File: src/pkg/anar_pkg.sv
// Purpose: Shared constants and carrier types for the auto-negotiation ability registers.
// Assumes: 16-bit management registers reached through a plain register port.
// Notes: Register offsets are register numbers on the management port.

package anar_pkg;

  // Register map.
  localparam logic [4:0]  ADDR_LOCAL_ADV    = 5'h04;
  localparam logic [4:0]  ADDR_PARTNER_ABIL = 5'h05;
  localparam logic [4:0]  ADDR_CTRL_SHADOW  = 5'h10;

  // Advertisement field positions and resets.
  localparam int          ADV_10FD_BIT      = 6;
  localparam int          ADV_10HD_BIT      = 5;
  localparam int          SEL_MSB           = 4;
  localparam logic        ADV_10FD_RST      = 1'h1;
  localparam logic        ADV_10HD_RST      = 1'h1;
  localparam logic [4:0]  SEL_RST           = 5'h01;
  localparam logic [15:0] PARTNER_RST       = 16'h0000;

  // Control shadow field positions (register of our own).
  localparam int          CTL_SW_RESET_BIT  = 15;
  localparam int          CTL_AN_ENABLE_BIT = 12;
  localparam int          CTL_RESTART_BIT   = 9;
  localparam int          CTL_DUPLEX_BIT    = 8;

  // Control signals from the PHY control logic.
  typedef struct packed {
    logic sw_reset;
    logic restart_an;
    logic power_down;
    logic an_enable;
    logic forced_1000;
    logic duplex_full;
  } anar_ctrl_t;

  // Advertised ability handed to the auto-negotiation engine.
  typedef struct packed {
    logic       adv_1000fd;
    logic       adv_1000hd;
    logic       ignore_10_100;
    logic       adv_10fd;
    logic       adv_10hd;
    logic [4:0] selector;
  } anar_adv_t;

endpackage

File: src/rtl/anar_pending_reg.sv
// Purpose: Holding register with a pending copy that is applied on an update event.
// Assumes: Single clock, asynchronous active-low reset.
// Notes: A write and an apply in the same cycle apply the new write.

`timescale 1ns/100ps
`default_nettype none

module anar_pending_reg #(
  parameter int          WIDTH = 2,
  parameter logic [WIDTH-1:0] RST_VAL = '0
) (
  // Clock and reset
  input  wire logic             core_clk,
  input  wire logic             rstn,
  // Write and apply
  input  wire logic             wr_en,
  input  wire logic [WIDTH-1:0] wr_data,
  input  wire logic             apply,
  // Values
  output logic      [WIDTH-1:0] pending,
  output logic      [WIDTH-1:0] active
);

  logic [WIDTH-1:0] pend_q;
  logic [WIDTH-1:0] pend_d;
  logic [WIDTH-1:0] act_q;
  logic [WIDTH-1:0] act_d;

  always_comb begin
    pend_d = wr_en ? wr_data : pend_q;
    act_d  = apply ? pend_d : act_q;
  end

  always_ff @(posedge core_clk or negedge rstn) begin
    if (!rstn) begin
      pend_q <= RST_VAL;
      act_q  <= RST_VAL;
    end else begin
      pend_q <= pend_d;
      act_q  <= act_d;
    end
  end

  assign pending = pend_q;
  assign active  = act_q;

endmodule // anar_pending_reg

`default_nettype wire

File: src/rtl/anar_regs.sv
// Purpose: Local advertisement (low bits) and link partner base-page ability registers.
// Assumes: Control inputs and page capture come from logic on core_clk; link status is a pin.
// Notes: Read data stand one cycle after the read strobe and only then.
//
// Implementation choice: the plain strobed port.

`timescale 1ns/100ps
`default_nettype none

module anar_regs #(
  parameter int ADDR_W = 5,
  parameter int DATA_W = 16
) (
  // Clock and reset
  input  wire logic              core_clk,
  input  wire logic              rstn,
  // Register port
  input  wire logic [ADDR_W-1:0] reg_addr,
  input  wire logic [DATA_W-1:0] reg_wdata,
  input  wire logic              reg_wr,
  input  wire logic              reg_rd,
  output logic      [DATA_W-1:0] reg_rdata,
  // PHY control state
  input  wire anar_pkg::anar_ctrl_t ctrl,
  // Copper link status pin
  input  wire logic              link_up_pin,
  // Received base page
  input  wire logic              page_valid,
  input  wire logic [DATA_W-1:0] page_word,
  // Advertised ability
  output var anar_pkg::anar_adv_t adv
);

  // Link status synchroniser.
  logic link_s1_q;
  logic link_s2_q;
  logic link_prev_q;
  logic pd_prev_q;

  always_ff @(posedge core_clk or negedge rstn) begin
    if (!rstn) begin
      link_s1_q       <= 1'b0;
      link_s2_q       <= 1'b0;
      link_prev_q     <= 1'b0;
      pd_prev_q       <= 1'b0;
    end else begin
      link_s1_q       <= link_up_pin;
      link_s2_q       <= link_s1_q;
      link_prev_q     <= link_s2_q;
      pd_prev_q       <= ctrl.power_down;
    end
  end

  // Update events for deferred advertisement writes.
  logic link_lost;
  logic pd_exit;
  logic apply_adv;

  assign link_lost = link_prev_q & ~link_s2_q;
  assign pd_exit   = pd_prev_q & ~ctrl.power_down;
  assign apply_adv = ctrl.sw_reset | ctrl.restart_an | pd_exit | link_lost;

  // Decode.
  function automatic logic hit(input logic [ADDR_W-1:0] a, input logic [4:0] off);
    hit = (a == ADDR_W'(off));
  endfunction

  logic wr_adv;
  assign wr_adv = reg_wr & hit(reg_addr, anar_pkg::ADDR_LOCAL_ADV);

  // 10 Mb/s duplex advertisement, deferred.
  logic [1:0] adv10_pend;
  logic [1:0] adv10_act;

  anar_pending_reg #(
    .WIDTH   (2),
    .RST_VAL ({anar_pkg::ADV_10FD_RST, anar_pkg::ADV_10HD_RST})
  ) u_adv10 (
    .core_clk (core_clk),
    .rstn     (rstn),
    .wr_en    (wr_adv),
    .wr_data  (reg_wdata[anar_pkg::ADV_10FD_BIT:anar_pkg::ADV_10HD_BIT]),
    .apply    (apply_adv),
    .pending  (adv10_pend),
    .active   (adv10_act)
  );

  // Selector: written directly, software reset leaves it alone.
  logic [4:0] sel_q;
  logic [4:0] sel_d;

  always_comb begin
    sel_d = sel_q;
    if (wr_adv) begin
      sel_d = reg_wdata[anar_pkg::SEL_MSB:0];
    end
  end

  always_ff @(posedge core_clk or negedge rstn) begin
    if (!rstn) begin
      sel_q <= anar_pkg::SEL_RST;
    end else begin
      sel_q <= sel_d;
    end
  end

  // Partner base-page ability.
  logic [DATA_W-1:0] partner_q;
  logic [DATA_W-1:0] partner_d;

  always_comb begin
    partner_d = partner_q;
    if (ctrl.sw_reset) begin
      partner_d = anar_pkg::PARTNER_RST;
    end else if (page_valid) begin
      // Bit for bit: 15 NP, 14 ack, 13 RF, 12 tech, 11 asym, 10 pause, 9..5 abilities, 4..0 sel.
      partner_d = page_word;
    end
  end

  always_ff @(posedge core_clk or negedge rstn) begin
    if (!rstn) begin
      partner_q <= anar_pkg::PARTNER_RST;
    end else begin
      partner_q <= partner_d;
    end
  end

  // Advertised ability and forced-1000 override.
  anar_pkg::anar_adv_t adv_q;
  anar_pkg::anar_adv_t adv_d;
  logic                forced_gig;

  // Autoneg stays running when forced to 1000; software is expected not to rely on that.
  assign forced_gig = ~ctrl.an_enable & ctrl.forced_1000;

  always_comb begin
    adv_d.selector      = sel_q;
    adv_d.ignore_10_100 = forced_gig;
    adv_d.adv_10fd      = forced_gig ? 1'b0 : adv10_act[1];
    adv_d.adv_10hd      = forced_gig ? 1'b0 : adv10_act[0];
    adv_d.adv_1000fd    = forced_gig & ctrl.duplex_full;
    adv_d.adv_1000hd    = forced_gig & ~ctrl.duplex_full;
  end

  always_ff @(posedge core_clk or negedge rstn) begin
    if (!rstn) begin
      adv_q <= '0;
    end else begin
      adv_q <= adv_d;
    end
  end

  assign adv = adv_q;

  // Read port; the advertisement reads back the written (pending) value.
  logic [DATA_W-1:0] rdata_q;
  logic [DATA_W-1:0] rdata_d;

  always_comb begin
    rdata_d = '0;
    if (reg_rd) begin
      if (hit(reg_addr, anar_pkg::ADDR_LOCAL_ADV)) begin
        rdata_d[anar_pkg::ADV_10FD_BIT:anar_pkg::ADV_10HD_BIT] = adv10_pend;
        rdata_d[anar_pkg::SEL_MSB:0] = sel_q;
      end else if (hit(reg_addr, anar_pkg::ADDR_PARTNER_ABIL)) begin
        rdata_d = partner_q;
      end
    end
  end

  always_ff @(posedge core_clk or negedge rstn) begin
    if (!rstn) begin
      rdata_q <= '0;
    end else begin
      rdata_q <= rdata_d;
    end
  end

  assign reg_rdata = rdata_q;

endmodule // anar_regs

`default_nettype wire

File: config.mk
export PLATFORM = sky130hd
export DESIGN_NAME = anar_regs
export DESIGN_NICKNAME = d
export VERILOG_FILES = /design/src/pkg/anar_pkg.sv /design/src/rtl/anar_pending_reg.sv /design/src/rtl/anar_regs.sv
export SDC_FILE = /design/constraint.sdc
export NUM_CORES = 1
export LEC_CHECK = 0
export BUFFER_PORTS_ARGS = -buffer_cell sky130_fd_sc_hd__buf_2
export CAP_MARGIN = 20
export CORE_MARGIN = 4
export CORE_UTILIZATION = 43
export DETAILED_ROUTE_END_ITERATION = 8
export MAX_ROUTING_LAYER = met4
export PLACE_DENSITY = 0.74
export SETUP_SLACK_MARGIN = 0.05
export SYNTH_ARGS = -nofsm -noshare
export SYNTH_HDL_FRONTEND = slang
export SYNTH_SLANG_ARGS = --single-unit
File: constraint.sdc
create_clock -name core_clk -period 1 [get_ports core_clk]
set_input_delay 0.15 -clock core_clk [delete_from_list [all_inputs] [get_ports core_clk]]
set_output_delay 0.15 -clock core_clk [all_outputs]
set_load 0.1 [all_outputs]
## Word level (Yosys, flattened, before mapping)

Index checks and enable logic that the tools add are counted.
W data, S select, Z words.

- Memory bits (read-only): 0
- Memories kept: 0
- Bits in latches: 0
- Register bits after elaboration: 55
- Input bits: 49
- Bits in writable memories: 0
- Logic and storage cells: 40

- Muxes and demuxes: 9
- Bitwise operators: 13
- Reductions and logical operators: 1
- Multiply operators: 0
- Shifts and indexed selects: 0
- $lt $le $gt $ge: 0
- Add/sub/neg operators: 0
- Equal/unequal tests: 2
- Div/mod/pow operators: 0

Operators by type and width:

| kind | count |
|---|---|
| $mux W16 | 4 |
| $eq A5 B3 Y1 const B | 2 |
| $mux W9 | 1 |
| $mux W7 | 1 |
| $and A1 B1 Y1 | 6 |
| $not A1 Y1 | 4 |
| $or A1 B1 Y1 | 3 |
| $mux W1 | 2 |
| $mux W2 | 1 |
| $reduce_bool A2 Y1 | 1 |

## Longest topological paths before layout

- Depth in word-level cells: 4
- Mapped depth: 5
- Gate-level depth less buffers: 3

## By module

From an unflattened synthesis, not the netlist that was laid out.

- Cells, all modules: 141
- Area total of the unflattened synthesis: 2000.7 um^2

Modules (own cells, without submodules):

| module | cells each | instances | area each (um^2) |
|---|---|---|---|
| anar_regs | 133 | 1 | 1843.0 |
| anar_pending_reg | 8 | 1 | 157.7 |

## Worst setup path after synthesis

Ideal clock, no wire load.

- Path kind: input to register
- From: input port ctrl[5] (netlist bit)
- To: register u_adv10.act_q[0], in the netlist u_adv10.active[0]
- Cell stages on the path: 4
- Buffers on the path: 1
- Library setup time: 77 ps
- Data required time: 923 ps
- Arrival time: 1014 ps
- Slack: -91 ps
- Path through: buf_6 or2_4 or3_1 a31oi_1

- Longest elaborated chain between the ends: 3

Ends and longest elaborated chain:

| item | RTL line | text |
|---|---|---|
| start: declaration | anar_regs.sv:24 | `input wire anar_pkg::anar_ctrl_t ctrl,` |
| $or A1 B1 Y1 (3 in a row) | anar_regs.sv:61 | `assign apply_adv = ctrl.sw_reset \| ctrl.restart_an \| pd_exit \| link_lost;` |
| end signal: assignment | anar_pending_reg.sv:40 | `act_q <= act_d;` |
| end: declaration | anar_pending_reg.sv:26 | `logic [WIDTH-1:0] act_q;` |

No other way between the ends.
A chain may end at the register's enable or synchronous reset.

## Worst setup path in the final report

- From: register pd_prev_q
- To: register u_adv10.act_q[1], in the netlist u_adv10.active[1]

- Longest elaborated chain between the ends: 3

Ends and longest elaborated chain:

| item | RTL line | text |
|---|---|---|
| start: declaration | anar_regs.sv:38 | `logic pd_prev_q;` |
| start signal: assignment | anar_regs.sv:50 | `pd_prev_q <= ctrl.power_down;` |
| $and A1 B1 Y1 | anar_regs.sv:60 | `assign pd_exit = pd_prev_q & ~ctrl.power_down;` |
| $or A1 B1 Y1 (2 in a row) | anar_regs.sv:61 |  |

No other way between the ends.

==> results.yml <==
worst_setup_path:
  cpMaxStageDelayCell: "sky130_fd_sc_hd__or3_4"
  crit_buf_inv: 0
  arrival_time_at_the_worst_endpoint_ps: 1320
  worstPathMaxFanout: 2
  critPathCaptureType: "register"
  cp-endpoint: "u_adv10.active[1]$_DFFE_PN1P_"
  worst-setup-path-type: "reg2reg"
  timing.reg2reg.worst_path_depth: 3
  cp-start-kind: "register"
  required_ps: 1220
  cell_class_contributing_the_biggest_share_of_worst_path_delay: "simple AND/OR/NAND/NOR gates"
  reg2reg_slack_ps: -100
  cp_cell_sequence: "nor2b_4 > or3_4 > a31oi_1"
  timing.critical_path.slowest_cell_delay_ps: 380
  startpoint: "pd_prev_q$_DFF_PN0_"
  worst-path-stages: 3
  r2r-start: "pd_prev_q$_DFF_PN0_"
  reg2reg_to: "u_adv10.active[1]$_DFFE_PN1P_"
synthesis:
  yosysWarningCount: 0
  synth_area_leader_cell: "sky130_fd_sc_hd__dfrtp_1"
  syn_avg_cell_area_um2: 14.1
  number_of_synthesized_flops_with_an_enable_pin: 0
  syn-cell-area_um2: 2000
  postSynthNetCount: 191
  most_frequently_used_cell_type_in_the_post_synthesis_netlist: "sky130_fd_sc_hd__dfrtp_1"
  synth_seq_area_share: 0.692
  synth_top_area_share: 0.627
  post_synthesis_sequential_element_count: 55
  ys_types: 26
  synth_instances: 142
  ys_top_cells_by_area: "sky130_fd_sc_hd__dfrtp_1 63%, sky130_fd_sc_hd__mux2i_1 8.0%, sky130_fd_sc_hd__dfstp_2 6.6%"
  ys_async_sr_fraction: 1.00
  yosys-top-cells-count: "50 x sky130_fd_sc_hd__dfrtp_1, 18 x sky130_fd_sc_hd__nor2_1, 16 x sky130_fd_sc_hd__mux2i_1"
  yosys_most_used_dff: "sky130_fd_sc_hd__dfrtp_1"
floorplanning:
  ioPinCount: 75
  start_util: 0.452
  num_rows: 24
  die_height_um: 76.1
  design.die.area_um2: 5800
  total_core_area_um2: 4410
  fp.dieW_um: 76.1
worst_hold_path:
  min_delay_path_depth: 2
  worstHoldPathType: "in2reg"
pwr:
  total_power_uw: 4810
  leakage_uw: 0.00147
  power-per-cell-area_nw_per_um2: 1560
  vdd_drop_max_mv: 1.42
detailed_routing:
  final_antenna_net_count: 0
  finalWirelength_mm: 3.93
  detailedRoute.firstIterationViolations: 36
  dr.pass1.iters: 4
  viasPerCell: 4.88
  drcViolationCount: 0
  vias: 1336
  routed_wirelength_normalized_by_instance_count_um: 14.4
placed_design:
  gp_congestion: 0.790
  io_buffers: 65
  dpl.hpwl_mm: 3.06
  place_inst: 262
sta:
  rsz0062_at_grt: "true"
  post-route-min-period_ps: 1100
  report.final.hold_viol_count: 0
  report.final.setup_viol: 28
  timing.max_slew.rel_slack: 0.740
  finalClockSkew_ps: 2.95
  timing.final.crit_share: 1.10
  maxClockFrequency_mhz: 913
  final_max_slew_viol_count: 0
  fin_ws_ps: -95.1
  timing_worst_slew_pin_value_ps: 389
cells_and_area:
  finalNetCount: 270
  areaGrowthSynthToFinish_pct: 53.9
  antenna-diode-count: 0
  final_cells: 274
  drive_gt1_frac: 0.559
grt:
  first_global_vias: 1437
  grt_pass1_wl_mm: 6.81
  grt.total_usage: 0.149
  largest_net_degree_at_the_start_of_global_routing: 24
  antenna_found_initial: 0
  grt.overflow.total: 0
clocking:
  clock_sink_count: 55
  ctsHtreeMaxLevel: 2
  numCtsBuffers: 5
  clkLatencyLatePin_ps: 290
  clk_path_buf_depth: 2
  clk_pin_slew_ps: 90
  post_cts_buffers: 0
  cts.root.buffer_cell: "sky130_fd_sc_hd__clkbuf_8"
  tritoncts: "yes"
outcome:
  violations: "setup timing"
  outcome: "finished, violations left"
flow_run:
  timing.max_cap.violations: 0
## kinds of logic (layout without fill, tap and decap cells)
kind of cell,Yosys count,count (layout),synth area share
buf+inv,8,88,0.0269
flops,55,55,0.692
compound gates,11,11,0.0420
simple gates,47,47,0.130
mux,21,21,0.108
## through the flow
step	setup TNS (ps)	instance area (um2)	setup slack [ps]	hold WS [ps]	utilization
floorplan	-117	2070	-34.0	-146	-
global placement	-3350	2920	-181	88.8	0.661
detailed placement	-4270	2920	-232	93.3	0.661
CTS	-1410	3070	-128	53.3	0.696
global route	-1920	3070	-133	49.4	0.696
finish	-990	3070	-95.1	60.8	0.696
## worst register-to-register path, delay by kind of cell (launching register included)
kind             cells  cell delay (ps)
AND/OR/NAND/NOR      2              500
flip-flops           1              370
AO/OA/AOI/OAI        1              150
## layer usage
layer	global-route usage	part of all wire	wire [um]
met5	-	0	0
met4	0.0367	0.0048	19
met3	0.0520	0.077	303
met2	0.240	0.50	1970
met1	0.181	0.42	1640
## power by group
part | leakage, uW | total [uW] | internal, uW | switching [uW]
Clock | 0.0000422 | 1130 | 493 | 638
Combinational | 0.000756 | 1130 | 467 | 659
Sequential | 0.000675 | 2550 | 2430 | 120
Total | 0.00147 | 4810 | 3390 | 1420
## worst min-delay path by stage
stage	from	slack, ps	endpoint
floorplan	rstn	-150	adv[0]$_DFF_PN0_
global placement	rstn	90	link_prev_q$_DFF_PN0_
detailed placement	rstn	90	link_s1_q$_DFF_PN0_
CTS	reg_wdata[0]	50	sel_q[0]$_DFFE_PN1N_
global route	reg_wdata[0]	50	sel_q[0]$_DFFE_PN1N_
finish	reg_wdata[0]	60	sel_q[0]$_DFFE_PN1N_
## sequential cells by signal, indices dropped and copies added, names as in the netlist
register         cells
adv                 10
link_prev_q          1
link_s1_q            1
link_s2_q            1
partner_q           16
pd_prev_q            1
reg_rdata           16
sel_q                5
u_adv10.active       2
u_adv10.pending      2
## placed cells by master (no fill, tap or decap)
cell type,count
sky130_fd_sc_hd__dlygate4sd3_1,4
sky130_fd_sc_hd__inv_1,1
sky130_fd_sc_hd__mux2_1,1
sky130_fd_sc_hd__a22o_1,7
sky130_fd_sc_hd__nor4_2,1
sky130_fd_sc_hd__mux2_4,4
sky130_fd_sc_hd__and2_1,12
sky130_fd_sc_hd__mux2i_1,16
sky130_fd_sc_hd__buf_4,6
sky130_fd_sc_hd__nor3b_4,1
sky130_fd_sc_hd__nor2b_4,2
sky130_fd_sc_hd__nand2b_1,1
sky130_fd_sc_hd__a31oi_1,1
sky130_fd_sc_hd__and3_1,1
sky130_fd_sc_hd__clkinv_2,1
sky130_fd_sc_hd__or2_4,1
sky130_fd_sc_hd__o21ai_1,2
sky130_fd_sc_hd__nor4_1,1
sky130_fd_sc_hd__and4b_1,1
sky130_fd_sc_hd__a31oi_4,1
sky130_fd_sc_hd__or3b_1,2
sky130_fd_sc_hd__nand4_1,2
sky130_fd_sc_hd__buf_2,39
sky130_fd_sc_hd__nor2_1,18
sky130_fd_sc_hd__dfrtp_2,26
sky130_fd_sc_hd__buf_12,30
sky130_fd_sc_hd__clkbuf_1,2
sky130_fd_sc_hd__dfrtp_1,24
sky130_fd_sc_hd__nand3_2,1
sky130_fd_sc_hd__or3_4,1
sky130_fd_sc_hd__nand2_1,2
sky130_fd_sc_hd__dfstp_2,5
sky130_fd_sc_hd__clkbuf_8,5
## what timing repair did
action | CTS | global route
gates resized for setup | 6 | 0
endpoints found under the setup margin | 28 | 31
gates cloned | 0 | 0
hold buffers | 4 | 0
pin swaps | 2 | 1
hold endpoints to repair | 11 | 0
## layout make-up
type	count	area [um2]
flip-flops and latches	55	1420
fillers	304	1340
repair buffers	79	881
multi-input cells	79	628
clock buffers	7	76.3
well taps	52	65.1
clock inverters	1	5.00
inverters	1	3.75
Power figures use the tool's default switching activity.
